===== src/shared/scg_defines.vh =====
// Constants for the serial configuration write and gain block
// Operation
// - Frame is 4 address bits, two dummy bits, then 10 data bits.
// - Write counts only with at least 16 strobe-gated clock rises.
// - Strobe rising edge captures the latest 16 shifted bits.
// - Address selects a register; its whole content becomes the data.
// - Serial clock rises outside an active strobe shift nothing.
// - Shifted bits are held indefinitely until the committing strobe edge.
// - Red, green and blue gain codes are separate, each for its channel.
// - Gain codes are 9 bits; gain rises monotonically from 0 to 511.
// - Range select clear gives 1x to 5x, set gives 1.5x to 7.5x.
// - Gain is 4*code/511+1 low range, 6.0*code/511+1.5 high range.
// - Writing one to reset bit D9 restores every register default.
// - Readback pointer selects register shown when readback enable set.
`ifndef SCG_DEFINES_VH
`define SCG_DEFINES_VH
`define SCG_FRAME_BITS     5'd16
`define SCG_ADDR_MSB       15
`define SCG_ADDR_LSB       12
`define SCG_DATA_MSB       9
`define SCG_DATA_LSB       0
`define SCG_ADDR_MODE      4'h0
`define SCG_ADDR_RED_GAIN  4'h1
`define SCG_ADDR_GRN_GAIN  4'h2
`define SCG_ADDR_BLU_GAIN  4'h3
`define SCG_ADDR_RESET_RB  4'hf
`define SCG_BIT_RANGE_SEL  0
`define SCG_BIT_RESET      9
`define SCG_BIT_RB_ENABLE  8
`define SCG_RB_PTR_MSB     3
`define SCG_RB_PTR_LSB     0
`define SCG_REG_DEFAULT    10'h000
`define SCG_GAIN_DIV       20'd511
`define SCG_LOW_SLOPE      11'd1024
`define SCG_LOW_BASE       12'd256
`define SCG_HIGH_SLOPE     11'd1536
`define SCG_HIGH_BASE      12'd384
`endif


===== src/logic/scg_serial_config.v =====
// Serial configuration port, register file and channel gain values
//
// Decided for this implementation: the plain strobed port and the address map.
`timescale 1ns/1ps
`default_nettype none
`include "scg_defines.vh"

module scg_pin_sync
#(
	parameter RESET_LEVEL = 1'b0
)
(
	input  wire clock_in,
	input  wire rst_in,
	input  wire pin_in,
	output reg  level_out,
	output reg  delayed_out
);
	// First stage may be metastable; only its follower is read
	reg stage;

	always @(posedge clock_in)
	begin
		if (rst_in)
		begin
			stage       <= RESET_LEVEL;
			level_out   <= RESET_LEVEL;
			delayed_out <= RESET_LEVEL;
		end
		else
		begin
			stage       <= pin_in;
			level_out   <= stage;
			delayed_out <= level_out;
		end
	end
endmodule // scg_pin_sync

module scg_gain_calc
(
	input  wire       clock_in,
	input  wire       rst_in,
	input  wire [8:0] code_in,
	input  wire       range_in,
	output reg  [11:0] gain_q8_out
);
	wire [10:0] slope;
	wire [11:0] base;
	wire [19:0] prod;
	wire [19:0] quot;

	assign slope = range_in ? `SCG_HIGH_SLOPE : `SCG_LOW_SLOPE;
	assign base  = range_in ? `SCG_HIGH_BASE : `SCG_LOW_BASE;
	assign prod  = {11'h000, code_in} * {9'h000, slope};
	// Constant divisor keeps the curve exact; costs a divider per channel
	assign quot  = prod / `SCG_GAIN_DIV;

	always @(posedge clock_in)
	begin
		if (rst_in)
			gain_q8_out <= `SCG_LOW_BASE;
		else
			gain_q8_out <= base + quot[11:0];
	end
endmodule // scg_gain_calc

module scg_serial_config
(
	input  wire        clock_in,
	input  wire        rst_in,
	input  wire        frame_strobe_n_in,
	input  wire        serial_clock_in,
	input  wire        serial_data_in,
	input  wire [3:0]  addr_in,
	input  wire [9:0]  wr_data_in,
	input  wire        wr_strobe_in,
	input  wire        rd_strobe_in,
	output reg  [9:0]  rd_data_out,
	output reg  [8:0]  red_gain_out,
	output reg  [8:0]  green_gain_out,
	output reg  [8:0]  blue_gain_out,
	output reg         gain_range_select_out,
	output wire [11:0] red_gain_q8_out,
	output wire [11:0] green_gain_q8_out,
	output wire [11:0] blue_gain_q8_out,
	output reg         readback_enable_out,
	output reg  [9:0]  readback_data_out,
	output reg         commit_pulse_out
);
	localparam FRAME_IDLE  = 3'b001;
	localparam FRAME_SHIFT = 3'b010;
	localparam FRAME_FULL  = 3'b100;

	wire        strobe_level;
	wire        strobe_prev;
	wire        sclk_level;
	wire        sclk_prev;
	wire        sdi_level;
	reg  [2:0]  frame_state;
	reg  [2:0]  next_frame_state;
	reg  [15:0] shift;
	reg  [4:0]  edge_count;
	reg  [9:0]  regs [0:15];
	reg  [3:0]  commit_addr;
	reg  [9:0]  commit_data;
	reg         commit;
	reg         soft_reset;
	reg  [3:0]  next_addr;
	reg  [9:0]  next_data;
	reg         next_write;
	integer     i;

	wire strobe_active = ~strobe_level;
	wire strobe_rise   = strobe_level & ~strobe_prev;
	wire strobe_fall   = ~strobe_level & strobe_prev;
	wire sclk_rise     = sclk_level & ~sclk_prev;
	wire frame_full    = (frame_state == FRAME_FULL);
	wire [9:0] mode_reg  = regs[`SCG_ADDR_MODE];
	wire [9:0] rb_reg    = regs[`SCG_ADDR_RESET_RB];

	// Pins cross domains; logic reads the second and third stages, never the first
	scg_pin_sync #(.RESET_LEVEL(1'b1)) u_strobe_sync
	(
		.clock_in    (clock_in),
		.rst_in      (rst_in),
		.pin_in      (frame_strobe_n_in),
		.level_out   (strobe_level),
		.delayed_out (strobe_prev)
	);

	scg_pin_sync #(.RESET_LEVEL(1'b0)) u_sclk_sync
	(
		.clock_in    (clock_in),
		.rst_in      (rst_in),
		.pin_in      (serial_clock_in),
		.level_out   (sclk_level),
		.delayed_out (sclk_prev)
	);

	// Data needs no edge detect, so its delayed copy is unused
	scg_pin_sync #(.RESET_LEVEL(1'b0)) u_sdi_sync
	(
		.clock_in    (clock_in),
		.rst_in      (rst_in),
		.pin_in      (serial_data_in),
		.level_out   (sdi_level),
		.delayed_out ()
	);

	// Short frames fall back to idle and are thrown away
	always @*
	begin
		next_frame_state = frame_state;
		case (frame_state)
			FRAME_IDLE:
				if (strobe_fall)
					next_frame_state = FRAME_SHIFT;
			FRAME_SHIFT:
				if (strobe_rise)
					next_frame_state = FRAME_IDLE;
				else if (strobe_active && sclk_rise && edge_count == (`SCG_FRAME_BITS - 5'h01))
					next_frame_state = FRAME_FULL;
			FRAME_FULL:
				if (strobe_rise)
					next_frame_state = FRAME_IDLE;
			default:
				next_frame_state = FRAME_IDLE;
		endcase
	end

	always @(posedge clock_in)
	begin
		if (rst_in)
			frame_state <= FRAME_IDLE;
		else
			frame_state <= next_frame_state;
	end

	// Strobe fall starts a frame; the count saturates at a full frame
	always @(posedge clock_in)
	begin
		if (rst_in)
			edge_count <= 5'h00;
		else if (strobe_fall)
			edge_count <= 5'h00;
		else if (strobe_active && sclk_rise && edge_count != `SCG_FRAME_BITS)
			edge_count <= edge_count + 5'h01;
	end

	// Shifter; no timer, so bits wait as long as the host likes
	always @(posedge clock_in)
	begin
		if (rst_in)
			shift <= 16'h0000;
		else if (strobe_active && sclk_rise && !strobe_fall)
			shift <= {shift[14:0], sdi_level};
	end

	// Extra rises push old bits out, so the last 16 are kept
	always @(posedge clock_in)
	begin
		if (rst_in)
		begin
			commit      <= 1'b0;
			commit_addr <= 4'h0;
			commit_data <= 10'h000;
		end
		else
		begin
			commit <= strobe_rise && frame_full;
			if (strobe_rise && frame_full)
			begin
				commit_addr <= shift[`SCG_ADDR_MSB:`SCG_ADDR_LSB];
				commit_data <= shift[`SCG_DATA_MSB:`SCG_DATA_LSB];
			end
		end
	end

	// Serial commit wins over a bus write in the same cycle
	always @*
	begin
		next_write = commit | wr_strobe_in;
		next_addr  = commit ? commit_addr : addr_in;
		next_data  = commit ? commit_data : wr_data_in;
	end

	always @(posedge clock_in)
	begin
		if (rst_in || soft_reset)
		begin
			for (i = 0; i < 16; i = i + 1)
				regs[i] <= `SCG_REG_DEFAULT;
			soft_reset <= 1'b0;
		end
		else
		begin
			soft_reset <= 1'b0;
			if (next_write)
			begin
				if (next_addr == `SCG_ADDR_RESET_RB && next_data[`SCG_BIT_RESET])
					soft_reset <= 1'b1;
				else
					regs[next_addr] <= next_data;
			end
		end
	end

	// Read data stands one cycle, then drops back to zero
	always @(posedge clock_in)
	begin
		if (rst_in)
			rd_data_out <= 10'h000;
		else
			rd_data_out <= rd_strobe_in ? regs[addr_in] : 10'h000;
	end

	always @(posedge clock_in)
	begin
		if (rst_in)
		begin
			red_gain_out          <= 9'h000;
			green_gain_out        <= 9'h000;
			blue_gain_out         <= 9'h000;
			gain_range_select_out <= 1'b0;
		end
		else
		begin
			red_gain_out          <= regs[`SCG_ADDR_RED_GAIN][8:0];
			green_gain_out        <= regs[`SCG_ADDR_GRN_GAIN][8:0];
			blue_gain_out         <= regs[`SCG_ADDR_BLU_GAIN][8:0];
			gain_range_select_out <= mode_reg[`SCG_BIT_RANGE_SEL];
		end
	end

	always @(posedge clock_in)
	begin
		if (rst_in)
		begin
			readback_enable_out <= 1'b0;
			readback_data_out   <= 10'h000;
			commit_pulse_out    <= 1'b0;
		end
		else
		begin
			readback_enable_out <= rb_reg[`SCG_BIT_RB_ENABLE];
			readback_data_out   <= rb_reg[`SCG_BIT_RB_ENABLE] ?
				regs[rb_reg[`SCG_RB_PTR_MSB:`SCG_RB_PTR_LSB]] : 10'h000;
			commit_pulse_out    <= commit;
		end
	end

	scg_gain_calc u_red
	(
		.clock_in    (clock_in),
		.rst_in      (rst_in),
		.code_in     (red_gain_out),
		.range_in    (gain_range_select_out),
		.gain_q8_out (red_gain_q8_out)
	);

	scg_gain_calc u_green
	(
		.clock_in    (clock_in),
		.rst_in      (rst_in),
		.code_in     (green_gain_out),
		.range_in    (gain_range_select_out),
		.gain_q8_out (green_gain_q8_out)
	);

	scg_gain_calc u_blue
	(
		.clock_in    (clock_in),
		.rst_in      (rst_in),
		.code_in     (blue_gain_out),
		.range_in    (gain_range_select_out),
		.gain_q8_out (blue_gain_q8_out)
	);
endmodule // scg_serial_config
`default_nettype wire


===== config.mk =====
export PLATFORM = sky130hd
export DESIGN_NAME = scg_serial_config
export DESIGN_NICKNAME = d
export VERILOG_FILES = /design/src/logic/scg_serial_config.v
export VERILOG_INCLUDE_DIRS = /design/src /design/src/shared
export SDC_FILE = /design/constraint.sdc
export NUM_CORES = 1
export LEC_CHECK = 0
export ABC_CLOCK_PERIOD_IN_PS = 14400
export BUFFER_PORTS_ARGS = -buffer_cell sky130_fd_sc_hd__buf_2
export CAP_MARGIN = 0
export CORE_MARGIN = 8
export CORE_UTILIZATION = 63
export CTS_CLUSTER_SIZE = 24
export DETAILED_ROUTE_END_ITERATION = 12
export GPL_ROUTABILITY_DRIVEN = 0
export PLACE_DENSITY_LB_ADDON = 0.05
export SLEW_MARGIN = 20
export SYNTH_ARGS = -nofsm -noshare
export SYNTH_HDL_FRONTEND = slang
export SYNTH_SLANG_ARGS = --single-unit

===== constraint.sdc =====
create_clock -name clock_in -period 14.4 [get_ports clock_in]
set_input_delay 2.16 -clock clock_in [delete_from_list [all_inputs] [get_ports clock_in]]
set_output_delay 2.16 -clock clock_in [all_outputs]
set_load 0.005 [all_outputs]

# ---- Yosys cells after proc, flatten, opt, wreduce, memory -nomap -nowiden
# Memories as Yosys holds them, arrays and structs flattened. A register that Yosys moved wholly into a read port is not among the register bits.
# Cells that the tools add are included.
dict set report totals {
  mem_bits_rw 160
  reg_bits 86
  wordCells 83
  out_inout_bits 86
  inputBits 21
  mem_count 1
}
dict set report classes {
  addsub 4
  n_mux 19
  div_mod_pow 3
  n_bitwise 10
  reduce_logical 14
  n_eq_ne 9
  multipliers 3
}
# name depth word_bits read_ports rd_ports_with_merged_regs write_ports line_no
set memory_table {}
lappend memory_table {regs 16 10 7 6 16 scg_serial_config.v:103} ;# reg [9:0] regs [0:15];
# op count
set ops {}
lappend ops {{$div 20x9->20 const B} 3}
lappend ops {{$mul 9x11->20} 3}
lappend ops {{$add 12x12->12} 3}
lappend ops {{$mux 10} 3}
lappend ops {{$mux 3} 4}
lappend ops {{$reduce_or 10->1} 1}
lappend ops {{$pmux 3 s3} 1}
lappend ops {{$mux 1} 8}
lappend ops {{$mux 4} 2}
lappend ops {{$mux 8} 1}
lappend ops {{$reduce_or 2->1} 4}
lappend ops {{$logic_and 1x1->1} 6}
lappend ops {{$not 1->1} 6}
lappend ops {{$add 5x1->5 const B} 1}
lappend ops {{$eq 5x4->1 const B} 1}
lappend ops {{$ne 5x5->1 const B} 1}
lappend ops {{$eq 4x4->1 const B} 1}
lappend ops {{$ne 2x2->1 const B} 2}
lappend ops {{$and 1x1->1} 3}
lappend ops {{$eq 3x1->1 const B} 1}
lappend ops {{$eq 3x2->1 const B} 1}
lappend ops {{$eq 3x3->1 const B} 1}
lappend ops {{$ne 3x3->1 const B} 1}
lappend ops {{$reduce_and 3->1} 1}
lappend ops {{other kinds (3)} 3}

# ---- Logic depth before layout (Yosys ltp)
# Gate-level depths: netlist of the first run.
dict set report depth {
  depth_word 9
  mapped_depth 50
}

# ---- Cells and area by module
# A second synthesis of the first run with hierarchy kept.
dict set report hier_totals {
  cells_unflattened 2241
  area_unflattened_um2 21783.4
}
# module area_each_um2 instances seq_area_each_um2 cells_each
set modules_own_cells {}
lappend modules_own_cells {scg_serial_config 11377.2 1 6606.3 899}
lappend modules_own_cells {{scg_gain_calc (u_green ...)} 3372.0 2 240.2 435}
lappend modules_own_cells {{scg_gain_calc (u_blue)} 3425.8 1 240.2 454}
lappend modules_own_cells {scg_pin_sync 78.8 3 60.1 6}

# ---- Worst setup path after synthesis of the first run
# OpenSTA, ideal clock, no wires.
dict set report synth_timing {
  path_type {flip-flop to flip-flop}
  start {reg gain_range_select_out (read register of regs)}
  end {reg u_green.gain_q8_out[0]}
  synth_period_minus_slack_ns 10.159
  n_path_buf 6
  path_slack_ns 4.241
  path_stages_with_launch 46
  t_arrival_ns 10.024
  path_cell_list {dfxtp_1 clkbuf_1 clkbuf_1 and2_1 ha_1 ha_1 ha_1 fa_1 ha_1 fa_1 a31oi_2 a22oi_1 xnor2_1 buf_2 nand2_1 o21ai_0 ha_1 inv_1 (+10 left out) or3_1 o32ai_1 nand2b_1 buf_2 nand2_1 ha_1 clkbuf_1 nand2_1 o21ai_1 nand2_1 o2111a_1 o2111ai_1 clkbuf_1 nand2_1 ha_1 or2_2 o221ai_1 a41oi_1}
}
dict set report synth_via {
  elab_chain_len 4
}
# element line_no
set synth_lines {}
lappend synth_lines {{start, declared} scg_serial_config.v:82} ;# output reg gain_range_select_out,
lappend synth_lines {{$mux 10 (no line)} -}
lappend synth_lines {{$mul 9x11->20} scg_serial_config.v:54} ;# assign prod = {11'h000, code_in} * {9'h000, slope};
lappend synth_lines {{$div 20x9->20 (no line)} -}
lappend synth_lines {{$add 12x12->12} scg_serial_config.v:63} ;# gain_q8_out <= base + quot[11:0];
lappend synth_lines {{end signal, assigned} scg_serial_config.v:61} ;# gain_q8_out <= `SCG_LOW_BASE;
lappend synth_lines {{end signal, assigned} scg_serial_config.v:63}
lappend synth_lines {{end, declared} scg_serial_config.v:45} ;# output reg [11:0] gain_q8_out
# No other way between the ends.
# A chain may end at the register's enable or synchronous reset.

# ---- Worst setup path in the final report of the first run
dict set report layout_timing {
  start {reg green_gain_out[2] (read register of regs)}
  end {reg u_green.gain_q8_out[0]}
}
dict set report layout_via {
  elab_chain_len 3
}
# element line_no
set layout_lines {}
lappend layout_lines {{start, declared} scg_serial_config.v:80} ;# output reg [8:0] green_gain_out,
lappend layout_lines {{$mul 9x11->20} scg_serial_config.v:54}
lappend layout_lines {{$div 20x9->20 (no line)} -}
lappend layout_lines {{$add 12x12->12} scg_serial_config.v:63}
# No other way between the ends.

==> results.json, run 1 <==
{
  "power_density_mw_per_mm2": 106.0,
  "cts_htree_levels": 1,
  "power.share.clock_pct": 37.1,
  "synth.ff_latch_count": 294,
  "clk_transition_reported_paths_ns": 0.06,
  "areaGrowthSynthToFinish_pct": 9.150,
  "fin_nets": 2259,
  "first_global_vias": 16310,
  "via_count": 16960,
  "row_count": 66,
  "comb_power_share_pct": 22.9,
  "tightest_slew_ns": 1.050,
  "post_synth_inst_count": 2080,
  "multi_input_area_sq_mm": 0.01216,
  "status": "complete, no violations",
  "sw_pwr_uw": 681.3,
  "drt-initial-drc-count": 1611,
  "grt_pass1_wl_mm": 86.84,
  "gr-total-overflow": 0,
  "layout.core_utilization_pct": 68.96,
  "finalHoldViolations": 0,
  "num_antenna_cells": 0,
  "hp-start": "u_strobe_sync.stage",
  "clock_skew_ns": 0.04539,
  "swShare_pct": 28.93,
  "vdd.ir_drop.worst_mv": 0.1031,
  "layoutNonFillerInstCount": 2559,
  "internal_power_uw": 1674,
  "synth-async-reset-ratio_pct": 0,
  "cap_viol_max_count": 0,
  "clock_tree.root_cell": "clkbuf_16",
  "port-buffer-count": 106,
  "clock_tree_buffer_depth": 3,
  "synth_enable_flop_cells": 160,
  "period_share_pct": 77.56,
  "start_util_pct": 63.18,
  "slowest_stage": "o2111ai_1",
  "syn_nets": 2212,
  "yosys.cell_types.count": 122,
  "wl_per_cell_um": 21.41,
  "detailedPlace.worstSlack_ns": 3.492,
  "synth_top_cell_area_share_pct": 23.61,
  "clk-insertion-delay-late_ns": 0.59,
  "total_detailed_routing_wirelength_mm": 54.80,
  "slew_viol_final": 0,
  "cts_sinks": 294,
  "cell_count_of_the_worst_reg_to_reg_path": 43,
  "netlist_top_cells_area": "edfxtp_1, dfxtp_1, mux4_2",
  "grt_start_max_net_pins": 74,
  "place_inst": 2502,
  "dp.final_hpwl_mm": 39.33,
  "final_antenna_net_count": 0,
  "synthesis.yosys.warnings": 0,
  "critical_path_required_ns": 14.86,
  "tritoncts": "done",
  "critical_path.most_common_cell": "ha_1",
  "number_of_antenna_violations_at_the_first_check_in_global_routing": 0,
  "cts_repair_resize_count": 0,
  "yosys.area.top_type": "edfxtp_1",
  "fmax_ghz": 0.08954,
  "synth.avg_cell_area_sq_um": 9.783,
  "via_per_inst": 6.626,
  "finalSetupViolCount": 0,
  "floorplan.core_area_sq_mm": 0.03221,
  "fp.dieArea_sq_mm": 0.03831,
  "end_kind": "flip-flop",
  "drt_first_pass_iters": 5,
  "rsz0062_at_grt": "no",
  "worst_hold_path.num_cells": 1,
  "hold_class": "flip-flop to flip-flop",
  "drive_above_1_share_pct": 16.88,
  "worst_r2r_endpoint": "u_green.gain_q8_out[0]",
  "route.detailed.drc": 0,
  "cts_bufs_inserted": 30,
  "critical_path.startpoint_type": "flip-flop",
  "fill_cells": 2475,
  "num_io_pins": 107,
  "flop_pwr_share_pct": 40.0,
  "path_max_fanout": 14,
  "ys_seq_area_share_pct": 36.80,
  "r2r_start": "green_gain_out[2]",
  "die_w_um": 195.7,
  "max-slew-margin-rel_pct": 29.94,
  "min_to": "u_strobe_sync.level_out",
  "synthesis.area_sq_mm": 0.02035,
  "cts_setup_buffers": 0,
  "criticalPathCategory": "flip-flop to flip-flop",
  "setup_ws_ns": 3.231,
  "regArea_sq_mm": 0.007487,
  "timing.final.crit_period_ns": 11.17,
  "gr-usage-all-layers_pct": 27.89,
  "static-leakage-power_uw": 0.008845,
  "setup-tns-final_ns": 0,
  "hold_buffers_post_cts": 0,
  "cp_data_arrival_time_ns": 11.63,
  "max_stage_delay_ns": 0.86,
  "dieHeight_um": 195.7,
  "ys_dominant_reg_cell": "edfxtp_1",
  "timing.reg2reg.setup_slack_ns": 3.23
}
## layer usage
metal	wire length, um	track usage (%)	vias up
li1	-	-	7809
met1	21910	36.44	8130
met2	26150	46.32	880
met3	4692	4.301	138
met4	2044	10.81	0
met5	0	0	-
## per-stage QoR
step / hold slack [ns] / power (uW) / cell area [sq um]
4_1_cts: 0.4239 / 2354 / 22190
3_3_place_gp: 0.3994 / 1475 / 21080
3_5_place_dp: 0.3993 / 1485 / 21080
5_1_grt: 0.4377 / 2448 / 22210
2_1_floorplan: 0.3895 / 1361 / 20350
6_report: 0.4204 / 2355 / 22210
## flip-flops by register name, indices dropped and copies added (netlist names), 3 cells and up
signal	flops
regs	160
shift	16
u_blue.gain_q8_out	12
u_green.gain_q8_out	12
u_red.gain_q8_out	12
commit_data	10
rd_data_out	10
readback_data_out	10
blue_gain_out	9
green_gain_out	9
red_gain_out	9
edge_count	5
commit_addr	4
frame_state	3
## final cells by class
type                    count  area share, %
multi-input cells        1613          54.76
flip-flops and latches    294          33.71
clock buffers              38          3.560
repair buffers            128          3.177
well taps                 408          2.298
clock inverters            18          1.453
inverters                  60          1.037
## power by group through the flow
stage	Combinational, uW	Sequential, uW	Clock (uW)
final	539	943	874
after global routing	587	946	915
after CTS	529	942	883
after detailed placement	525	960	0
after global placement	517	958	0
after floorplan	409	952	0
## synthesized netlist by cell type, types with 10 or more instances
| library cell | instances |
|---|---|
| a211oi_1 | 16 |
| a21o_1 | 18 |
| a21oi_1 | 90 |
| a31oi_1 | 23 |
| and2_1 | 54 |
| and3_1 | 24 |
| buf_1 | 13 |
| buf_2 | 10 |
| clkbuf_1 | 82 |
| dfxtp_1 | 134 |
| edfxtp_1 | 160 |
| ha_1 | 102 |
| inv_1 | 56 |
| mux2i_1 | 43 |
| mux4_2 | 96 |
| nand2_1 | 191 |
| nand2b_1 | 29 |
| nand3_1 | 53 |
| nand4_1 | 19 |
| nor2_1 | 285 |
| nor2b_1 | 62 |
| nor3_1 | 25 |
| o211ai_1 | 23 |
| o21a_1 | 21 |
| o21ai_0 | 78 |
| o21ai_1 | 11 |
| o31a_1 | 10 |
| o31ai_1 | 18 |
| or2_2 | 13 |
| or3_1 | 18 |
| xnor2_1 | 34 |
| xor2_1 | 24 |
## worst max path at each step
| stage | startpoint | to |
|---|---|---|
| after global placement | gain_range_select_out | u_red.gain_q8_out[0] |
| after detailed placement | green_gain_out[2] | u_green.gain_q8_out[0] |
| after floorplan | gain_range_select_out | u_green.gain_q8_out[0] |
| final | green_gain_out[2] | u_green.gain_q8_out[0] |
| after CTS | green_gain_out[2] | u_green.gain_q8_out[0] |
| after global routing | green_gain_out[2] | u_green.gain_q8_out[0] |
## cells in the final DEF, fill, tap and decap left out, types with 56 or more instances in the layout
cell type | synthesis | layout
nor2_1 | 285 | 284
nand2_1 | 191 | 191
edfxtp_1 | 160 | 160
dfxtp_1 | 134 | 134
buf_2 | 10 | 105
ha_1 | 102 | 102
mux4_2 | 96 | 96
a21oi_1 | 90 | 90
o21ai_0 | 78 | 78
nor2b_1 | 62 | 62
inv_1 | 56 | 56
## logic make-up (layout without fill, tap and decap cells)
logic type,count (synthesis),after routing,share of synthesized area [%]
and+or+nand+nor,836,836,20.19
AOI/OAI and AO/OA,453,453,16.16
DFF,294,294,36.80
buffers and inverters,173,244,3.443
muxes,148,148,13.29
adders and majority gates,112,112,7.207
xor gates and xnor gates,63,63,2.896
other,1,1,0.01843
## worst max-delay path: cells and delay by family, from the launching register on
kind	cells	cell delay [ns]
flip-flops	1	0.33
AO/OA/AOI/OAI	10	2.91
XOR/XNOR	1	0.28
AND/OR/NAND/NOR	19	3.98
adder cells (fa/ha/maj)	11	3.40
buffers and inverters	2	0.14
(Power assumes the default switching activity.)
==> inputs of run 2 (changes only) <==
ABC_CLOCK_PERIOD_IN_PS = 11260   (was 14400)
clock period = 11.26 ns   (was 14.4 ns; I/O delays follow)
==> run 2 against run 1 <==
  * Global-route usage fell by 0.28 points
  * Die area unchanged
  * Clock power grew 19%
  * Critical path type unchanged
  * Highest routed layer unchanged
==> results.json, run 2 (same netlist as run 1, synthesis figures left out) <==
{
  "grt_pass1_wl_mm": 85.98,
  "critical_path_required_ns": 11.71,
  "total_detailed_routing_wirelength_mm": 53.97,
  "gr-total-overflow": 0,
  "fmax_ghz": 0.09574,
  "largestRegisters": "regs x160, shift x16",
  "hold_class": "flip-flop to flip-flop",
  "sw_pwr_uw": 872.7,
  "via_per_inst": 6.543,
  "grt_start_max_net_pins": 62,
  "clock_tree_buffer_depth": 3,
  "gr-usage-all-layers_pct": 27.61,
  "power_density_mw_per_mm2": 132.3,
  "hold_slack_ns": 0.4262,
  "clk_transition_reported_paths_ns": 0.06,
  "first_global_vias": 16200,
  "end_kind": "flip-flop",
  "final_antenna_net_count": 0,
  "fill_cells": 2462,
  "finalHoldViolations": 0,
  "port-buffer-count": 106,
  "fin_nets": 2264,
  "flop_pwr_share_pct": 40.9,
  "status": "complete, no violations",
  "static-leakage-power_uw": 0.008864,
  "swShare_pct": 29.64,
  "vdd.ir_drop.worst_mv": 0.1154,
  "number_of_antenna_violations_at_the_first_check_in_global_routing": 0,
  "critical_path.startpoint_type": "flip-flop",
  "finalSetupViolCount": 0,
  "clock_tree.root_cell": "clkbuf_16",
  "tritoncts": "done",
  "dieHeight_um": 195.7,
  "start_util_pct": 63.18,
  "cp_data_arrival_time_ns": 10.90,
  "drt_first_pass_iters": 5,
  "rsz0062_at_grt": "no",
  "die_w_um": 195.7,
  "crit_buf_inv": 2,
  "slew_viol_final": 0,
  "slowest_stage": "or4_1",
  "dp.final_hpwl_mm": 38.77,
  "hold_buffers_post_cts": 0,
  "cts_sinks": 294,
  "power.share.clock_pct": 35.4,
  "comb_power_share_pct": 23.7,
  "drt-initial-drc-count": 1423,
  "setup-tns-final_ns": 0,
  "most-common-layout-cells": "nor2_1, nand2_1, edfxtp_1",
  "areaGrowthSynthToFinish_pct": 9.365,
  "tightest_slew_ns": 0.9815,
  "period_share_pct": 92.76,
  "path_max_fanout": 32,
  "cap_viol_max_count": 0,
  "largest_reg_flops": 160,
  "route.detailed.drc": 0,
  "criticalPathCategory": "flip-flop to flip-flop",
  "floorplan.core_area_sq_mm": 0.03221,
  "via_count": 16780,
  "num_antenna_cells": 0,
  "wl_per_cell_um": 21.05,
  "cts_htree_levels": 1,
  "clk-insertion-delay-late_ns": 0.60,
  "row_count": 66,
  "critical_path.most_common_cell": "ha_1",
  "max-slew-margin-rel_pct": 34.38,
  "critical_path.top_delay_family": "simple AND/OR/NAND/NOR gates",
  "num_io_pins": 107,
  "fp.dieArea_sq_mm": 0.03831,
  "internal_power_uw": 2072,
  "timing.final.crit_period_ns": 10.44,
  "drive_above_1_share_pct": 17.72,
  "cts_bufs_inserted": 30,
  "clock_skew_ns": 0.03991,
  "layout.cells.most_common": "nor2_1",
  "max_flop_register": "regs",
  "max_stage_delay_ns": 0.67
}
-- run 2: cell count changes in the layout (fill, tap and decap cells not counted), moves of 2 or more --
cell / change
buf_4: +6
bufinv_16: -6
clkbuf_8: +4
clkbuf_1: -3
inv_6: +3
a2111oi_1: -2
a2111oi_2: +2
clkbuf_16: +2
clkbuf_2: +2
clkbuf_4: +2
clkinv_4: -2
-- run 2: worst reg2reg max path: cells and delay by family, from the launching register on --
kind,cells,cell delay [ns]
AOI/OAI and AO/OA,11,2.33
adders and majority gates,10,2.98
buffers and inverters,2,0.42
DFF,1,0.33
muxes,3,0.81
and+or+nand+nor,15,3.44
-- run 2: worst paths after layout --
path,start,end,slack [ns],cells after the start
hold reg to reg,u_strobe_sync.stage,u_strobe_sync.level_out,0.43,1
setup reg to reg,gain_range_select_out,u_red.gain_q8_out[0],0.82,41
hold / removal,u_strobe_sync.stage,u_strobe_sync.level_out,0.43,1
setup / recovery,gain_range_select_out,u_red.gain_q8_out[0],0.82,41
-- run 2: power by group through the flow --
stage | registers (uW) | clock network, uW | logic [uW]
finish | 1200 | 1040 | 697
global route | 1210 | 1090 | 764
CTS | 1200 | 1050 | 680
detailed placement | 1230 | 0 | 675
global placement | 1220 | 0 | 664
floorplan | 1220 | 0 | 522
-- run 2: routing by layer --
layer  global-route usage, %  up-vias  part of all wire (%)
li1                        -     7809                     -
met1                   36.01     8057                    40
met2                   45.75      797                    48
met3                   4.969      113                   9.2
met4                   9.882        0                   3.2
met5                       0        -                     0
-- run 2: per-stage QoR --
| stage | instances | setup slack (ns) | total power [uW] | utilization (%) | instance area, sq um |
|---|---|---|---|---|---|
| after floorplan | 2080 | 1.101 | 1740 | - | 20350 |
| after global placement | 2506 | 0.8471 | 1887 | 65.54 | 21110 |
| after detailed placement | 2506 | 0.6013 | 1901 | 65.54 | 21110 |
| after CTS | 2562 | 0.5070 | 2936 | 68.80 | 22160 |
| after global routing | 2564 | 0.0001696 | 3063 | 69.10 | 22250 |
| final | 2564 | 0.8153 | 2944 | 69.10 | 22250 |
-- run 2: timing repair --
action / CTS / global route
resized for setup: 0 / 14
endpoints found under the setup margin: 0 / 4
hold endpoints to repair: 0 / 0
buffers inserted: 0 / 2
-- run 2: final cells by class --
type	count	area, sq um	share of cell area (%)
well taps	408	510.5	2.294
clock inverters	11	140.1	0.6297
flip-flops and latches	294	7487	33.64
inverters	60	230.2	1.035
repair buffers	133	735.7	3.306
clock buffers	45	909.6	4.087
multi-input cells	1613	12240	55.00
